`config.mk`:
```
export PLATFORM = sky130hd
export DESIGN_NAME = vector_irq_controller
export DESIGN_NICKNAME = d
export VERILOG_FILES = /design/src/hdl/vic_pkg.sv /design/src/hdl/vector_irq_controller.sv
export SDC_FILE = /design/constraint.sdc
export NUM_CORES = 1
export LEC_CHECK = 0
export BUFFER_PORTS_ARGS = -buffer_cell sky130_fd_sc_hd__buf_2
export CORE_MARGIN = 3
export CORE_UTILIZATION = 40
export DETAILED_ROUTE_END_ITERATION = 16
export SLEW_MARGIN = 20
export SYNTH_ARGS = -nofsm -noshare
export SYNTH_HDL_FRONTEND = slang
export SYNTH_SLANG_ARGS = --single-unit
```
`constraint.sdc`:
```
create_clock -name pclk -period 3.25 [get_ports pclk]
set_input_delay 0.325 -clock pclk [delete_from_list [all_inputs] [get_ports pclk]]
set_output_delay 0.325 -clock pclk [all_outputs]
set_load 0.01 [all_outputs]
```
`src/hdl/vic_pkg.sv`:
```
// package: register map, field positions and types of the vector interrupt controller
package irq_ctrl_pkg;
    localparam int          NUM_SRC        = 16;
    localparam int          VEC_W          = 4;
    localparam int          ADDR_W         = 22;
    localparam logic [11:0] OFF_CONTROL    = 12'h000;
    localparam logic [11:0] OFF_STATUS     = 12'h004;
    localparam logic [11:0] OFF_FLAGS      = 12'h008;
    localparam logic [11:0] OFF_ENABLE     = 12'h00C;
    localparam logic [11:0] OFF_LEVEL      = 12'h010;
    localparam logic [11:0] OFF_BASE       = 12'h014;
    localparam logic [11:0] OFF_LOCK       = 12'h018;
    localparam logic [11:0] OFF_VECADDR    = 12'h01C;
    localparam logic [11:0] OFF_CONFIG     = 12'h020;
    localparam logic [11:0] OFF_ACK        = 12'h024;
    localparam logic [11:0] OFF_FETCH      = 12'h028;
    localparam logic [21:0] BASE_RESET     = 22'h000008;
    localparam logic [21:0] LOW_VEC_OFFSET = 22'h000010;
    localparam logic [21:0] PROG_END       = 22'h00FFFF;
    localparam logic [7:0]  KEY_FIRST      = 8'h55;
    localparam logic [7:0]  KEY_SECOND     = 8'hAA;
    localparam int          CTL_HIGH_EN    = 0;
    localparam int          CTL_LOW_EN     = 1;
    localparam int          CTL_LEVELS_EN  = 2;
    localparam int          CTL_SWI        = 3;
    localparam int          CFG_MVEC       = 0;
    localparam int          CFG_ONEWAY     = 1;
    localparam int          LOCK_BIT       = 0;
    localparam int          ISR_SHIFT      = 2;
    localparam int          LATENCY        = 3;
    localparam logic [1:0]  LAT_LAST       = 2'h2;

    typedef struct packed {
        logic              valid;
        logic              high;
        logic [VEC_W-1:0]  vec;
    } irq_pick_s;

    typedef enum logic [1:0] {ST_IDLE, ST_WAIT, ST_FETCH} take_e;
endpackage : irq_ctrl_pkg

```
`src/hdl/vector_irq_controller.sv`:
```
// vector interrupt controller core with apb register file and vector fetch
//
// Summary of operation
// - all enabled requests merge into one core request line
// - two levels, high and low, chosen per source by level register
// - separate saved context state for high and low entries
// - pending pick by level first, then lowest vector number
// - flags set by source, cleared by software or by condition end
// - disabled source never requests
// - table base writable only while lock bit clear
// - one-shot config limits lock clear/set cycles after reset
// - multivector bit selects per-source vectors or legacy two vectors
// - table entries are 16-bit words, two locations each
// - legacy: high to base, low to base plus eight words
// - legacy without levels: everything vectors to base
// - base resets to 000008h, low vector 000018h
// - legacy core executes at vector location itself
// - multivector address is base plus twice vector; captured when taken
// - handler address is fetched entry shifted left two
// - in multivector mode level does not change vector address
// - fetch outside program memory forces system reset
// - control register holds global enables; status shows core state
// - fixed latency from request to vector output
// - lock change needs 55h then AAh with interrupts off
// - with one-shot set, unlock ignored after first lock
// - high preempts low; same level never preempts
//
// The register offsets and the APB interface to the registers were left to the implementer.
`timescale 1ns/1ns
module vector_irq_controller
    import irq_ctrl_pkg::*;
(
    input  wire logic                pclk,
    input  wire logic                presetn,
    input  wire logic                clk_en,
    input  wire logic [11:0]         paddr,
    input  wire logic                psel,
    input  wire logic                penable,
    input  wire logic                pwrite,
    input  wire logic [31:0]         pwdata,
    output logic      [31:0]         prdata,
    output logic                     pready,
    output logic                     pslverr,
    input  wire logic [NUM_SRC-1:0]  src_set,
    input  wire logic [NUM_SRC-1:0]  src_auto_clr,
    input  wire logic                ext_irq,
    output logic                     core_irq,
    output logic      [ADDR_W-1:0]   vector_addr,
    output logic                     vector_high,
    output logic      [ADDR_W-1:0]   isr_addr,
    output logic                     isr_valid,
    output logic                     sys_reset_req
);
    // ------------------------------------------------------------
    // input synchronisers
    // ------------------------------------------------------------
    logic [NUM_SRC-1:0] set_s1_q, set_s2_q, aclr_s1_q, aclr_s2_q;
    logic               ext_s1_q, ext_s2_q;

    always_ff @(posedge pclk or negedge presetn) begin
        if (!presetn) begin
            set_s1_q  <= '0;
            set_s2_q  <= '0;
            aclr_s1_q <= '0;
            aclr_s2_q <= '0;
            ext_s1_q  <= 1'b0;
            ext_s2_q  <= 1'b0;
        end else if (clk_en) begin
            set_s1_q  <= src_set;
            set_s2_q  <= set_s1_q;
            aclr_s1_q <= src_auto_clr;
            aclr_s2_q <= aclr_s1_q;
            ext_s1_q  <= ext_irq;
            ext_s2_q  <= ext_s1_q;
        end
    end

    // ------------------------------------------------------------
    // apb decode
    // ------------------------------------------------------------
    logic wr_acc, rd_acc;
    // writes land on the edge that completes the access; reads load
    // prdata one edge earlier so that it stands while pready is high
    assign wr_acc = psel && penable && pwrite && pready && clk_en;
    assign rd_acc = psel && penable && !pwrite && !pready && clk_en;

    logic [7:0]          ctl_q;
    logic [NUM_SRC-1:0]  flag_q, en_q, lvl_q;
    logic [ADDR_W-1:0]   base_q, vecad_q;
    logic [1:0]          cfg_q;
    logic                locked_q, key1_q, key2_q, once_q;
    logic                in_high_q, in_low_q, low_saved_q;
    logic                fetch_err_q;

    // ------------------------------------------------------------
    // configuration and control
    // ------------------------------------------------------------
    // config takes a value only until a lock is set while its one-way bit is set
    always_ff @(posedge pclk or negedge presetn) begin
        if (!presetn) begin
            cfg_q <= '0;
            ctl_q <= '0;
            en_q  <= '0;
            lvl_q <= '0;
        end else if (wr_acc) begin
            if (paddr == OFF_CONTROL) ctl_q <= pwdata[7:0];
            if (paddr == OFF_CONFIG && !once_q) cfg_q <= pwdata[1:0];
            if (paddr == OFF_ENABLE) en_q <= pwdata[NUM_SRC-1:0];
            if (paddr == OFF_LEVEL) lvl_q <= pwdata[NUM_SRC-1:0];
        end
    end

    // ------------------------------------------------------------
    // base register and lock
    // ------------------------------------------------------------
    logic lock_wr, lock_ok;
    assign lock_wr = wr_acc && paddr == OFF_LOCK;
    assign lock_ok = key2_q && !ctl_q[CTL_HIGH_EN];

    always_ff @(posedge pclk or negedge presetn) begin
        if (!presetn) begin
            key1_q <= 1'b0;
            key2_q <= 1'b0;
        end else if (wr_acc) begin
            key1_q <= lock_wr && pwdata[7:0] == KEY_FIRST;
            key2_q <= lock_wr && key1_q && pwdata[7:0] == KEY_SECOND;
        end
    end

    always_ff @(posedge pclk or negedge presetn) begin
        if (!presetn) begin
            locked_q <= 1'b0;
            once_q   <= 1'b0;
        end else if (lock_wr && lock_ok && pwdata[15:8] == 8'h00) begin
            if (pwdata[LOCK_BIT]) begin
                locked_q <= 1'b1;
                if (cfg_q[CFG_ONEWAY]) once_q <= 1'b1;
            end else if (!once_q) begin
                locked_q <= 1'b0;
            end
        end
    end

    always_ff @(posedge pclk or negedge presetn) begin
        if (!presetn) begin
            base_q <= BASE_RESET;
        end else if (wr_acc && paddr == OFF_BASE && !locked_q) begin
            base_q <= pwdata[ADDR_W-1:0];
        end
    end

    // ------------------------------------------------------------
    // request flags
    // ------------------------------------------------------------
    logic [NUM_SRC-1:0] sw_clr, hw_set;
    assign sw_clr = (wr_acc && paddr == OFF_FLAGS) ? pwdata[NUM_SRC-1:0] : '0;
    assign hw_set = set_s2_q | {{(NUM_SRC-2){1'b0}}, ext_s2_q, ctl_q[CTL_SWI]};

    always_ff @(posedge pclk or negedge presetn) begin
        if (!presetn) begin
            flag_q <= '0;
        end else if (clk_en) begin
            flag_q <= (flag_q & ~sw_clr & ~aclr_s2_q) | hw_set;
        end
    end

    // ------------------------------------------------------------
    // arbitration
    // ------------------------------------------------------------
    logic [NUM_SRC-1:0] pend_hi, pend_lo;
    logic               levels_en;
    irq_pick_s          pick;
    assign levels_en = ctl_q[CTL_LEVELS_EN];
    assign pend_hi = flag_q & en_q & (levels_en ? lvl_q : {NUM_SRC{1'b1}})
                     & {NUM_SRC{ctl_q[CTL_HIGH_EN]}};
    assign pend_lo = flag_q & en_q & ~lvl_q & {NUM_SRC{levels_en && ctl_q[CTL_LOW_EN]
                     && ctl_q[CTL_HIGH_EN]}};

    // level first then table order, single cycle
    always_comb begin
        pick = '0;
        for (int i = NUM_SRC - 1; i >= 0; i--) begin
            if (pend_lo[i]) begin
                pick.valid = 1'b1;
                pick.high  = 1'b0;
                pick.vec   = VEC_W'(i);
            end
        end
        for (int i = NUM_SRC - 1; i >= 0; i--) begin
            if (pend_hi[i]) begin
                pick.valid = 1'b1;
                pick.high  = 1'b1;
                pick.vec   = VEC_W'(i);
            end
        end
    end

    logic may_take;
    assign may_take = pick.valid && !in_high_q && (pick.high || !in_low_q);

    // ------------------------------------------------------------
    // vector address
    // ------------------------------------------------------------
    logic [ADDR_W-1:0] vec_calc;
    always_comb begin
        // mode select, level ignored in multivector
        if (cfg_q[CFG_MVEC])
            vec_calc = base_q + {{(ADDR_W-VEC_W-1){1'b0}}, pick.vec, 1'b0};
        else if (levels_en && !pick.high)
            vec_calc = base_q + LOW_VEC_OFFSET;
        else
            vec_calc = base_q;
    end

    // ------------------------------------------------------------
    // take sequence
    // ------------------------------------------------------------
    take_e             st_q;
    logic [1:0]        lat_q;
    logic [ADDR_W-1:0] hold_vec_q;
    logic              hold_high_q;
    logic              ack_wr, fetch_wr, fetch_bad;
    logic [ADDR_W-1:0] isr_calc;
    assign ack_wr   = wr_acc && paddr == OFF_ACK;
    assign fetch_wr = wr_acc && paddr == OFF_FETCH && st_q == ST_FETCH;
    assign isr_calc = {pwdata[ADDR_W-ISR_SHIFT-1:0], {ISR_SHIFT{1'b0}}};
    assign fetch_bad = hold_vec_q > PROG_END || isr_calc > PROG_END;

    always_ff @(posedge pclk or negedge presetn) begin
        if (!presetn) begin
            st_q          <= ST_IDLE;
            lat_q         <= '0;
            hold_vec_q    <= '0;
            hold_high_q   <= 1'b0;
            vecad_q       <= '0;
            core_irq      <= 1'b0;
            vector_addr   <= '0;
            vector_high   <= 1'b0;
            isr_addr      <= '0;
            isr_valid     <= 1'b0;
            sys_reset_req <= 1'b0;
            fetch_err_q   <= 1'b0;
        end else if (clk_en) begin
            isr_valid <= 1'b0;
            case (st_q)
                ST_IDLE: begin
                    if (may_take) begin
                        core_irq    <= 1'b1;
                        hold_vec_q  <= vec_calc;
                        hold_high_q <= pick.high || !levels_en;
                        lat_q       <= '0;
                        st_q        <= ST_WAIT;
                    end
                end
                ST_WAIT: begin
                    if (lat_q == LAT_LAST) begin
                        vector_addr <= hold_vec_q;
                        vector_high <= hold_high_q;
                        vecad_q     <= hold_vec_q;
                        core_irq    <= 1'b0;
                        st_q <= cfg_q[CFG_MVEC] ? ST_FETCH : ST_IDLE;
                    end else begin
                        lat_q <= lat_q + 2'h1;
                    end
                end
                ST_FETCH: begin
                    if (fetch_wr) begin
                        if (fetch_bad) begin
                            sys_reset_req <= 1'b1;
                            fetch_err_q   <= 1'b1;
                        end else begin
                            isr_addr  <= isr_calc;
                            isr_valid <= 1'b1;
                        end
                        st_q <= ST_IDLE;
                    end
                end
                default: st_q <= ST_IDLE;
            endcase
        end
    end

    // ------------------------------------------------------------
    // saved context per level
    // ------------------------------------------------------------
    logic take_done;
    assign take_done = st_q == ST_WAIT && lat_q == LAT_LAST;

    // context slot per level; a high entry keeps the low one it nests over
    always_ff @(posedge pclk or negedge presetn) begin
        if (!presetn) begin
            in_high_q   <= 1'b0;
            in_low_q    <= 1'b0;
            low_saved_q <= 1'b0;
        end else if (clk_en) begin
            if (take_done && hold_high_q) begin
                low_saved_q <= in_low_q;
                in_high_q   <= 1'b1;
            end else if (take_done) begin
                in_low_q <= 1'b1;
            end
            // return from handler restores saved low context
            if (ack_wr) begin
                if (in_high_q) begin
                    in_high_q <= 1'b0;
                    in_low_q  <= low_saved_q;
                end else begin
                    in_low_q <= 1'b0;
                end
            end
        end
    end

    // ------------------------------------------------------------
    // apb answer
    // ------------------------------------------------------------
    // one wait state: pready rises on the edge after the access starts
    always_ff @(posedge pclk or negedge presetn) begin
        if (!presetn) begin
            pready  <= 1'b0;
            pslverr <= 1'b0;
        end else if (clk_en) begin
            pready  <= psel && penable && !pready;
            pslverr <= psel && penable && !pready && paddr > OFF_FETCH;
        end
    end

    // read data holds until the next read, so it stands with pready
    always_ff @(posedge pclk or negedge presetn) begin
        if (!presetn) begin
            prdata <= '0;
        end else if (clk_en) begin
            if (rd_acc) begin
                case (paddr)
                    OFF_CONTROL: prdata <= {24'h000000, ctl_q};
                    OFF_STATUS:  prdata <= {26'h0, fetch_err_q, st_q != ST_IDLE,
                                            low_saved_q, in_low_q, in_high_q, core_irq};
                    OFF_FLAGS:   prdata <= {{(32-NUM_SRC){1'b0}}, flag_q};
                    OFF_ENABLE:  prdata <= {{(32-NUM_SRC){1'b0}}, en_q};
                    OFF_LEVEL:   prdata <= {{(32-NUM_SRC){1'b0}}, lvl_q};
                    OFF_BASE:    prdata <= {{(32-ADDR_W){1'b0}}, base_q};
                    OFF_LOCK:    prdata <= {30'h0, once_q, locked_q};
                    OFF_VECADDR: prdata <= {{(32-ADDR_W){1'b0}}, vecad_q};
                    OFF_CONFIG:  prdata <= {30'h0, cfg_q};
                    default:     prdata <= '0;
                endcase
            end
        end
    end
endmodule : vector_irq_controller

```
### After elaboration in Yosys (flattened, before gate mapping)

Index checks and enable logic that the tools add are counted.

| operators by class | value |
|---|---|
| add/subtract/negate cells | 3 |
| $lt $le $gt $ge | 3 |
| equal/unequal tests | 21 |
| multiplexer cells | 60 |
| bitwise logic cells | 13 |
| reductions and logical operators | 64 |

Operators with widths:

| operator | count |
|---|---|
| $pmux 22 s9 | 1 |
| $mux 6 | 32 |
| $and 16x16->16 | 7 |
| $eq 12x5->1 const B | 4 |
| $not 16->16 | 3 |
| $gt 22x16->1 const B | 2 |
| $mux 22 | 2 |
| $eq 12x6->1 const B | 3 |
| $mux 16 | 2 |
| $logic_and 1x1->1 | 30 |
| $eq 12x4->1 const B | 2 |
| $add 22x5->22 | 1 |
| $add 22x5->22 const B | 1 |
| $reduce_and 4->1 | 5 |
| $or 16x16->16 | 1 |
| $or 16x2->16 | 1 |
| $mux 1 | 14 |
| $reduce_and 2->1 | 7 |
| $eq 12x3->1 const B | 1 |
| $gt 12x6->1 const B | 1 |
| $logic_not 12->1 | 1 |
| $mux 2 | 6 |
| $ne 2x2->1 const B | 6 |
| $reduce_and 3->1 | 4 |
| 14 further kinds | 27 |

| storage, ports and cells | value |
|---|---|
| register bits | 260 |
| output and inout port bits | 82 |

### Depth between registers and ports, before layout

Gate-level depths: netlist of run 1.

| logic depth | value |
|---|---|
| depth after elaboration | 39 |
| gate-level depth with buffers | 21 |
| mapped depth without buffers | 17 |

### Worst setup path before layout of run 1

OpenSTA, ideal clock, no wires.

| timing path | value |
|---|---|
| path kind | flip-flop to flip-flop |
| start point | register ctl_q[2] |
| end point | register hold_vec_q[15] |
| setup time | 0.083 ns |
| arrival | 3.457 ns |
| slack | -0.289 ns |
| stages on the path, launching flop included | 20 |
| path buffers | 4 |
| clock period less this slack | 3.539 ns |
| cells stage by stage | dfrtp_1 > buf_4 > buf_4 > nand3_1 > buf_4 > clkbuf_1 > nor2_1 > or3b_2 > a211oi_1 > nor2_1 > ha_1 > inv_1 > fa_1 > nor2b_1 > o21ai_0 > a21oi_1 > a31oi_2 > nor3_1 > xnor2_1 > o21ai_0 |

| between the ends | value |
|---|---|
| longest elaborated chain between the ends | 38 |

RTL lines:

| item | line | RTL |
|---|---|---|
| from (decl) | vector_irq_controller.sv:87 | `logic [7:0] ctl_q;` |
| from (signal assigned) | vector_irq_controller.sv:106 | `if (paddr == OFF_CONTROL) ctl_q <= pwdata[7:0];` |
| parallel branches: the longest is 38 deep, another holds $and 16x16->16 | - |  |
| to (signal assigned) | vector_irq_controller.sv:249 | `hold_vec_q <= vec_calc;` |
| to (decl) | vector_irq_controller.sv:220 | `logic [ADDR_W-1:0] hold_vec_q;` |

Several ways; the timed one is not identified.
A chain may end at the register's enable or synchronous reset.

### Worst setup path in the final report of run 1

| timing path | value |
|---|---|
| start point | register ctl_q[0] |
| end point | register hold_vec_q[7] |

| between the ends | value |
|---|---|
| longest elaborated chain between the ends | 37 |

RTL lines:

| item | line | RTL |
|---|---|---|
| $logic_and 1x1->1 | vector_irq_controller.sv:177 | `&& ctl_q[CTL_HIGH_EN]}};` |
| $and 16x16->16 | vector_irq_controller.sv:176 | `assign pend_lo = flag_q & en_q & ~lvl_q & {NUM_SRC{levels_en && ctl_q[CTL_LOW_EN]` |
| $mux 6 (15 in a row) | vector_irq_controller.sv:183 | `if (pend_lo[i]) begin` |
| $mux 6, on equally long branches | vector_irq_controller.sv:183, vector_irq_controller.sv:190 |  |
| $mux 6 (15 in a row) | vector_irq_controller.sv:190 | `if (pend_hi[i]) begin` |
| $mux 6 (*) | vector_irq_controller.sv:190 |  |
| parallel branches: the longest is 3 deep, another holds $add 22x5->22 | - |  |

Every way passes the cells marked *.

==> results of run 1 <==
==> logic make-up after synthesis <==
| kind of cell | share of synthesized area |
|---|---|
| other | 0.000316 |
| multiplexers | 0.141 |
| XOR/XNOR | 0.0140 |
| flip-flops | 0.527 |
| adder cells (fa/ha/maj) | 0.00800 |
| AND/OR/NAND/NOR | 0.150 |
| buffers and inverters | 0.0338 |
| AO/OA/AOI/OAI | 0.126 |
==> layer usage <==
| metal | share of wire | global-route usage |
|---|---|---|
| met5 | 0 | 0 |
| met4 | 0.015 | 0.0380 |
| met3 | 0.050 | 0.0251 |
| met2 | 0.44 | 0.297 |
| met1 | 0.50 | 0.310 |
==> final cells by class <==
cell class	instances	area (µm²)
Sequential cell	250	6260
Multi-Input combinational cell	739	5450
Clock inverter	9	148
Fill cell	2732	14400
Inverter	18	67.6
Tap cell	384	480
Clock buffer	40	837
Timing Repair Buffer	223	1410
==> power breakdown <==
group / switching, µW / internal [µW]
clock network: 1220 / 2090
registers: 106 / 3270
logic: 234 / 197
total: 1560 / 5560
==> what timing repair did <==
item                                    4_1_cts  5_1_grt
endpoints found under the setup margin       10       17
hold endpoints to repair                     91        0
hold buffers                                  2        0
gates resized for setup                      10       32
pin swaps                                     7       25
setup buffers                                 1       10
cloned                                        0        1
==> state kept, by name, summed over array words and instances, names as in the netlist, 2 cells and up <==
register    flops
hold_vec_q     22
set_s1_q       16
base_q         22
prdata         22
st_q            2
cfg_q           2
vecad_q        22
aclr_s2_q      16
lat_q           2
flag_q         16
lvl_q          16
isr_addr       20
aclr_s1_q      16
en_q           16
set_s2_q       16
ctl_q           8
==> critical path: cells and delay by family (launching register included) <==
kind,cells,cell delay [ns]
adder cells (fa/ha/maj),2,0.60
AND/OR/NAND/NOR,4,0.56
buffers and inverters,4,0.49
flip-flops,1,0.46
AO/OA/AOI/OAI,7,0.97
XOR/XNOR,1,0.12
==> layout by cell type, fill, tap and decap left out, types with 10 or more instances in the layout <==
cell       instances
a21o_1            10
buf_2            140
o21ai_1           12
and3_1            16
conb_1            12
buf_4             71
inv_1             17
nand2_1          165
mux2_2           147
nand3b_1          15
a21oi_1           27
a22o_1            33
nand2b_1          16
a222oi_1          22
nand3_1           26
dfrtp_1          247
o21ai_0           44
clkbuf_16         30
xnor2_1           18
nor2_1            22
a22oi_1           22
==> path summary, 6_finish.rpt <==
kind,cells after the start,endpoint,from
max,18,hold_vec_q[7],ctl_q[0]
min,2,set_s1_q[1],src_set[1]
max reg2reg,18,hold_vec_q[7],ctl_q[0]
min reg2reg,2,vecad_q[9],hold_vec_q[9]
max in group asynchronous,3,en_q[12],presetn
min in group asynchronous,2,lat_q[0],presetn
==> per-stage QoR <==
stage	TNS, ns	cells
2_1_floorplan	0	1071
4_1_cts	-0.00537	1652
3_3_place_gp	-0.391	1600
6_report	-0.229	1663
3_5_place_dp	-0.819	1600
5_1_grt	-2.42	1663
==> results.cfg, run 1 <==
[timing]
drv_slew = 0
layout_setup_ws_ns = -0.0531
skew_ns = 0.00871
max_slew_margin = 0.352
period_needed_ns = 3.30
fmax_ghz = 0.303
worst_hold_slack_ns = 0.0267
rsz0062_at_grt = true
hold_viol = 0
finalSetupViolCount = 8
worst_slew_pin_slew_ns = 0.971
fin_crit_sh = 1.02

[cells_and_area]
nNetsFinal = 1350
area_delta_synth_final_pct = 23.4
drive_gt1_frac = 0.370
fin_util = 0.505
antenna_cells = 0
final_area_mm2 = 0.0147

[floorplanning]
pin_count = 165
die_h_um = 178
die_area_mm2 = 0.0318
initial_utilization = 0.409
fp.coreArea_mm2 = 0.0290
die_w_um = 178
num_rows = 62

[global_routing]
grt_pass1_wl_um = 50300
grt_overflow = 0
track_usage = 0.199
antenna_found_initial = 0
grt_max_degree = 96
grt_pass1_vias = 8817

[setup_path]
cp-start-kind = register
worst_path_most_repeated_cell = a21oi_2
critPathKind = register to register
worstPathArrival_ns = 3.75
max_stage_delay_ns = 0.46
path_max_fanout = 8
slowest_stage = dfrtp_2
required_ns = 3.70
crit_chain = buf_8 -> and3_4 -> and2_4 -> a211o_1 -> a21oi_2 -> o211ai_1 -> nor2_1 -> ha_2 -> inv_2 -> fa_2 -> nor2b_2 -> o21ai_2 -> a21oi_2 -> a31oi_4 -> buf_12 -> buf_4 -> xnor2_2 -> o21ai_0
end_kind = register
rrSetupSlack_ns = -0.05

[synth]
synthFlopType = dfrtp_1
async_flop_share = 1.00
yosysMostFrequentCell = dfrtp_1
yosysWarningCount = 0
ys_types = 75
synth_area_mm2 = 0.0119
synth.top_cell.area_share = 0.525
yosysSeqAreaShare = 0.527
synth_edf_count = 0
yosysTopAreaCell = dfrtp_1
synth_seq_cells = 250
synthCells = 1060
syn_area_per_cell_um2 = 11.2
synth_area_leaders = dfrtp_1, mux2_2, nand2_1, a22o_1, o21ai_0
yosys-top-cells-count = dfrtp_1, nand2_1, mux2_2

[routing]
first_iter_violations = 682
drc = 0
vias_per_cell = 5.37
vias = 8936
firstDrtPassIters = 7
routedWlPerCell_um = 19.0
drtAntennaViolNets = 0
wl_um = 31600

[job]
cap_violations = 0

[status]
violations = negative setup slack
outcome = complete, but fails checks

[clock_tree]
h-tree-depth = 1
cts_sinks = 250
clk_latency_ns = 0.53
tritoncts = done
cts_buffer_depth = 3
cts_root_buffer = clkbuf_16
cts-buffers-inserted = 28
clk_pin_slew_ns = 0.06

[power]
power_uw = 7120
leakage_uw = 0.00704
p_per_area_mw_per_mm2 = 486
max-vdd-ir-drop_uv = 430

[placed_design]
port_buffers = 142
place.gp.congestion = 0.881
hpwlAfterDp_um = 22700
place_area_mm2 = 0.0134
pre_cts_ws_ns = -0.181

[hold_path]
hp-class = input port to register
Power figures use the tool's default switching activity.
==> run 2, diff against run 1 <==
--- a/config.mk
+++ b/config.mk
@@ -5,7 +5,9 @@
 export SDC_FILE = /design/constraint.sdc
 export NUM_CORES = 1
 export LEC_CHECK = 0
+export ABC_AREA = 1
 export BUFFER_PORTS_ARGS = -buffer_cell sky130_fd_sc_hd__buf_2
+export CAP_MARGIN = 20
 export CORE_MARGIN = 3
 export CORE_UTILIZATION = 40
 export DETAILED_ROUTE_END_ITERATION = 16
==> run 2 against run 1 <==
  * The run still ends with negative setup slack left
  * Maximum frequency down 28%
  * Sequential power is 6.2% higher
  * Utilization is 2.8 points higher
  * Global-route usage is 1.9 points higher
  * Routed wire length rose by 7.5%
  * Die area decreased by 0.49%
==> results.cfg, run 2 <==
[setup_path]
worstPathArrival_ns = 5.00
path_max_fanout = 8
worst_path_most_repeated_cell = nand2_1
critPathKind = register to register
reg2reg_from = ctl_q[0]
cp-start-kind = register
end_kind = register
required_ns = 3.68
startpoint = ctl_q[0]
max_stage_delay_ns = 0.41
slowest_stage = a2111oi_4

[placed_design]
place_inst = 2062
place_area_mm2 = 0.0138
hpwlAfterDp_um = 25300
port_buffers = 142
place.gp.congestion = 0.887

[floorplanning]
initial_utilization = 0.408
fp.coreArea_mm2 = 0.0289
die_w_um = 178
die_area_mm2 = 0.0316
die_h_um = 178
pin_count = 165
num_rows = 62

[cells_and_area]
final_area_mm2 = 0.0154
antenna_cells = 0
layout_commonest_cell = nand2_1
area_delta_synth_final_pct = 30.5
num-fill-cells = 2740
stdcell_count = 2169
drive_gt1_frac = 0.225
layout_common_cells = nand2_1, dfrtp_1, inv_1, o21ai_0
nNetsFinal = 1856

[synth]
synth_edf_count = 0
ys_types = 49
yosysMostFrequentCell = nand2_1
yosys-top-cells-count = nand2_1, dfrtp_1, inv_1
yosysWarningCount = 0
synth_seq_cells = 250
synth_area_mm2 = 0.0118
yosysTopAreaCell = dfrtp_1
yosysSeqAreaShare = 0.529
synth.top_cell.area_share = 0.527
synthFlopType = dfrtp_1
syn_area_per_cell_um2 = 8.10
synthCells = 1460
async_flop_share = 1.00
synth_area_leaders = dfrtp_1, nand2_1, o21ai_0, inv_1, nor2_1

[global_routing]
antenna_found_initial = 2
grt_overflow = 0
grt_max_degree = 88
grt_pass1_vias = 10200
grt_pass1_wl_um = 54700
track_usage = 0.217

[clock_tree]
cts-buffers-inserted = 28
clk_latency_ns = 0.55
cts_sinks = 250
cts_root_buffer = clkbuf_16
tritoncts = done
h-tree-depth = 1
cts_buffer_depth = 3
clk_pin_slew_ns = 0.06

[timing]
period_needed_ns = 4.57
fin_crit_sh = 1.41
drv_slew = 0
layout_setup_ws_ns = -1.32
worst_hold_slack_ns = 0.0279
worst_slew_pin_slew_ns = 0.975
fmax_ghz = 0.219
skew_ns = 0.0146
max_slew_margin = 0.334
tns_ns = -19.83
finalSetupViolCount = 20
rsz0062_at_grt = true
hold_viol = 0

[routing]
vias_per_cell = 4.90
routed.top_layer = met5
met2WireLength_um = 15100
dr_wl_met3_um = 2020
drc = 0
routedWlPerCell_um = 15.7
drt-met1-wl_um = 16000
vias = 10600
firstDrtPassIters = 7
drtAntennaViolNets = 0
wl_um = 34000
first_iter_violations = 798

[status]
violations = negative setup slack
outcome = complete, but fails checks

[power]
max-vdd-ir-drop_uv = 370
p_per_area_mw_per_mm2 = 523
leakage_uw = 0.00761
power_uw = 8070

[job]
cap_violations = 0

[hold_path]
holdCritStartpoint = pwdata[21]
hp-class = input port to register
-- run 2: power breakdown --
| group | internal (µW) | total (µW) | switching, µW |
|---|---|---|---|
| logic | 421 | 1140 | 714 |
| clock network | 2070 | 3350 | 1290 |
| registers | 3420 | 3580 | 166 |
-- run 2: timing repair --
item	4_1_cts	5_1_grt
endpoints found under the hold margin	115	0
pin swaps	12	13
endpoints found under the setup margin	22	23
gates resized for setup	26	12
setup buffers	16	7
hold buffers	34	0
-- run 2: layout make-up --
type	instances	area [µm²]	area share
inverter	202	763	0.0495
tap	384	480	0.0311
timing repair buffer	330	2300	0.149
multi-input combinational	954	4650	0.301
sequential	250	6260	0.406
clock inverter	13	210	0.0136
clock buffer	36	771	0.0500
-- run 2: kinds of logic after synthesis --
family | synth area share
mux | 0.00572
simple gates | 0.218
compound gates | 0.140
flops | 0.529
buf+inv | 0.0917
other cells | 0.000317
xor+xnor | 0.00667
fa+ha+maj | 0.00805
-- run 2: through the flow --
stage          utilization  setup WS, ns
4_1_cts              0.529         -1.23
3_3_place_gp         0.477         -1.24
3_5_place_dp         0.477         -1.30
6_report             0.533         -1.32
2_1_floorplan            -        -0.891
5_1_grt              0.533         -1.83
-- run 2: worst max-delay path, delay by kind of cell, from the launching register on --
kind | cells | cell delay, ns
AND/OR/NAND/NOR | 33 | 2.21
AO/OA/AOI/OAI | 4 | 0.86
adder cells (fa/ha/maj) | 2 | 0.56
flip-flops | 1 | 0.39
buffers and inverters | 4 | 0.28
XOR/XNOR | 1 | 0.15
-- run 2: worst paths after layout --
path	to	slack (ns)	cells past startpoint
max in group asynchronous	flag_q[10]	2.00	3
min in group asynchronous	core_irq	0.35	2
hold / removal	base_q[21]	0.03	2
setup / recovery	hold_vec_q[19]	-1.32	44
setup reg to reg	hold_vec_q[19]	-1.32	44
hold reg to reg	ext_s2_q	0.46	2
-- run 2: routing by layer --
metal	GRT usage	vias up
met5	0	-
met4	0.0517	4
met3	0.0297	51
met2	0.343	270
met1	0.318	5009
li1	-	5300
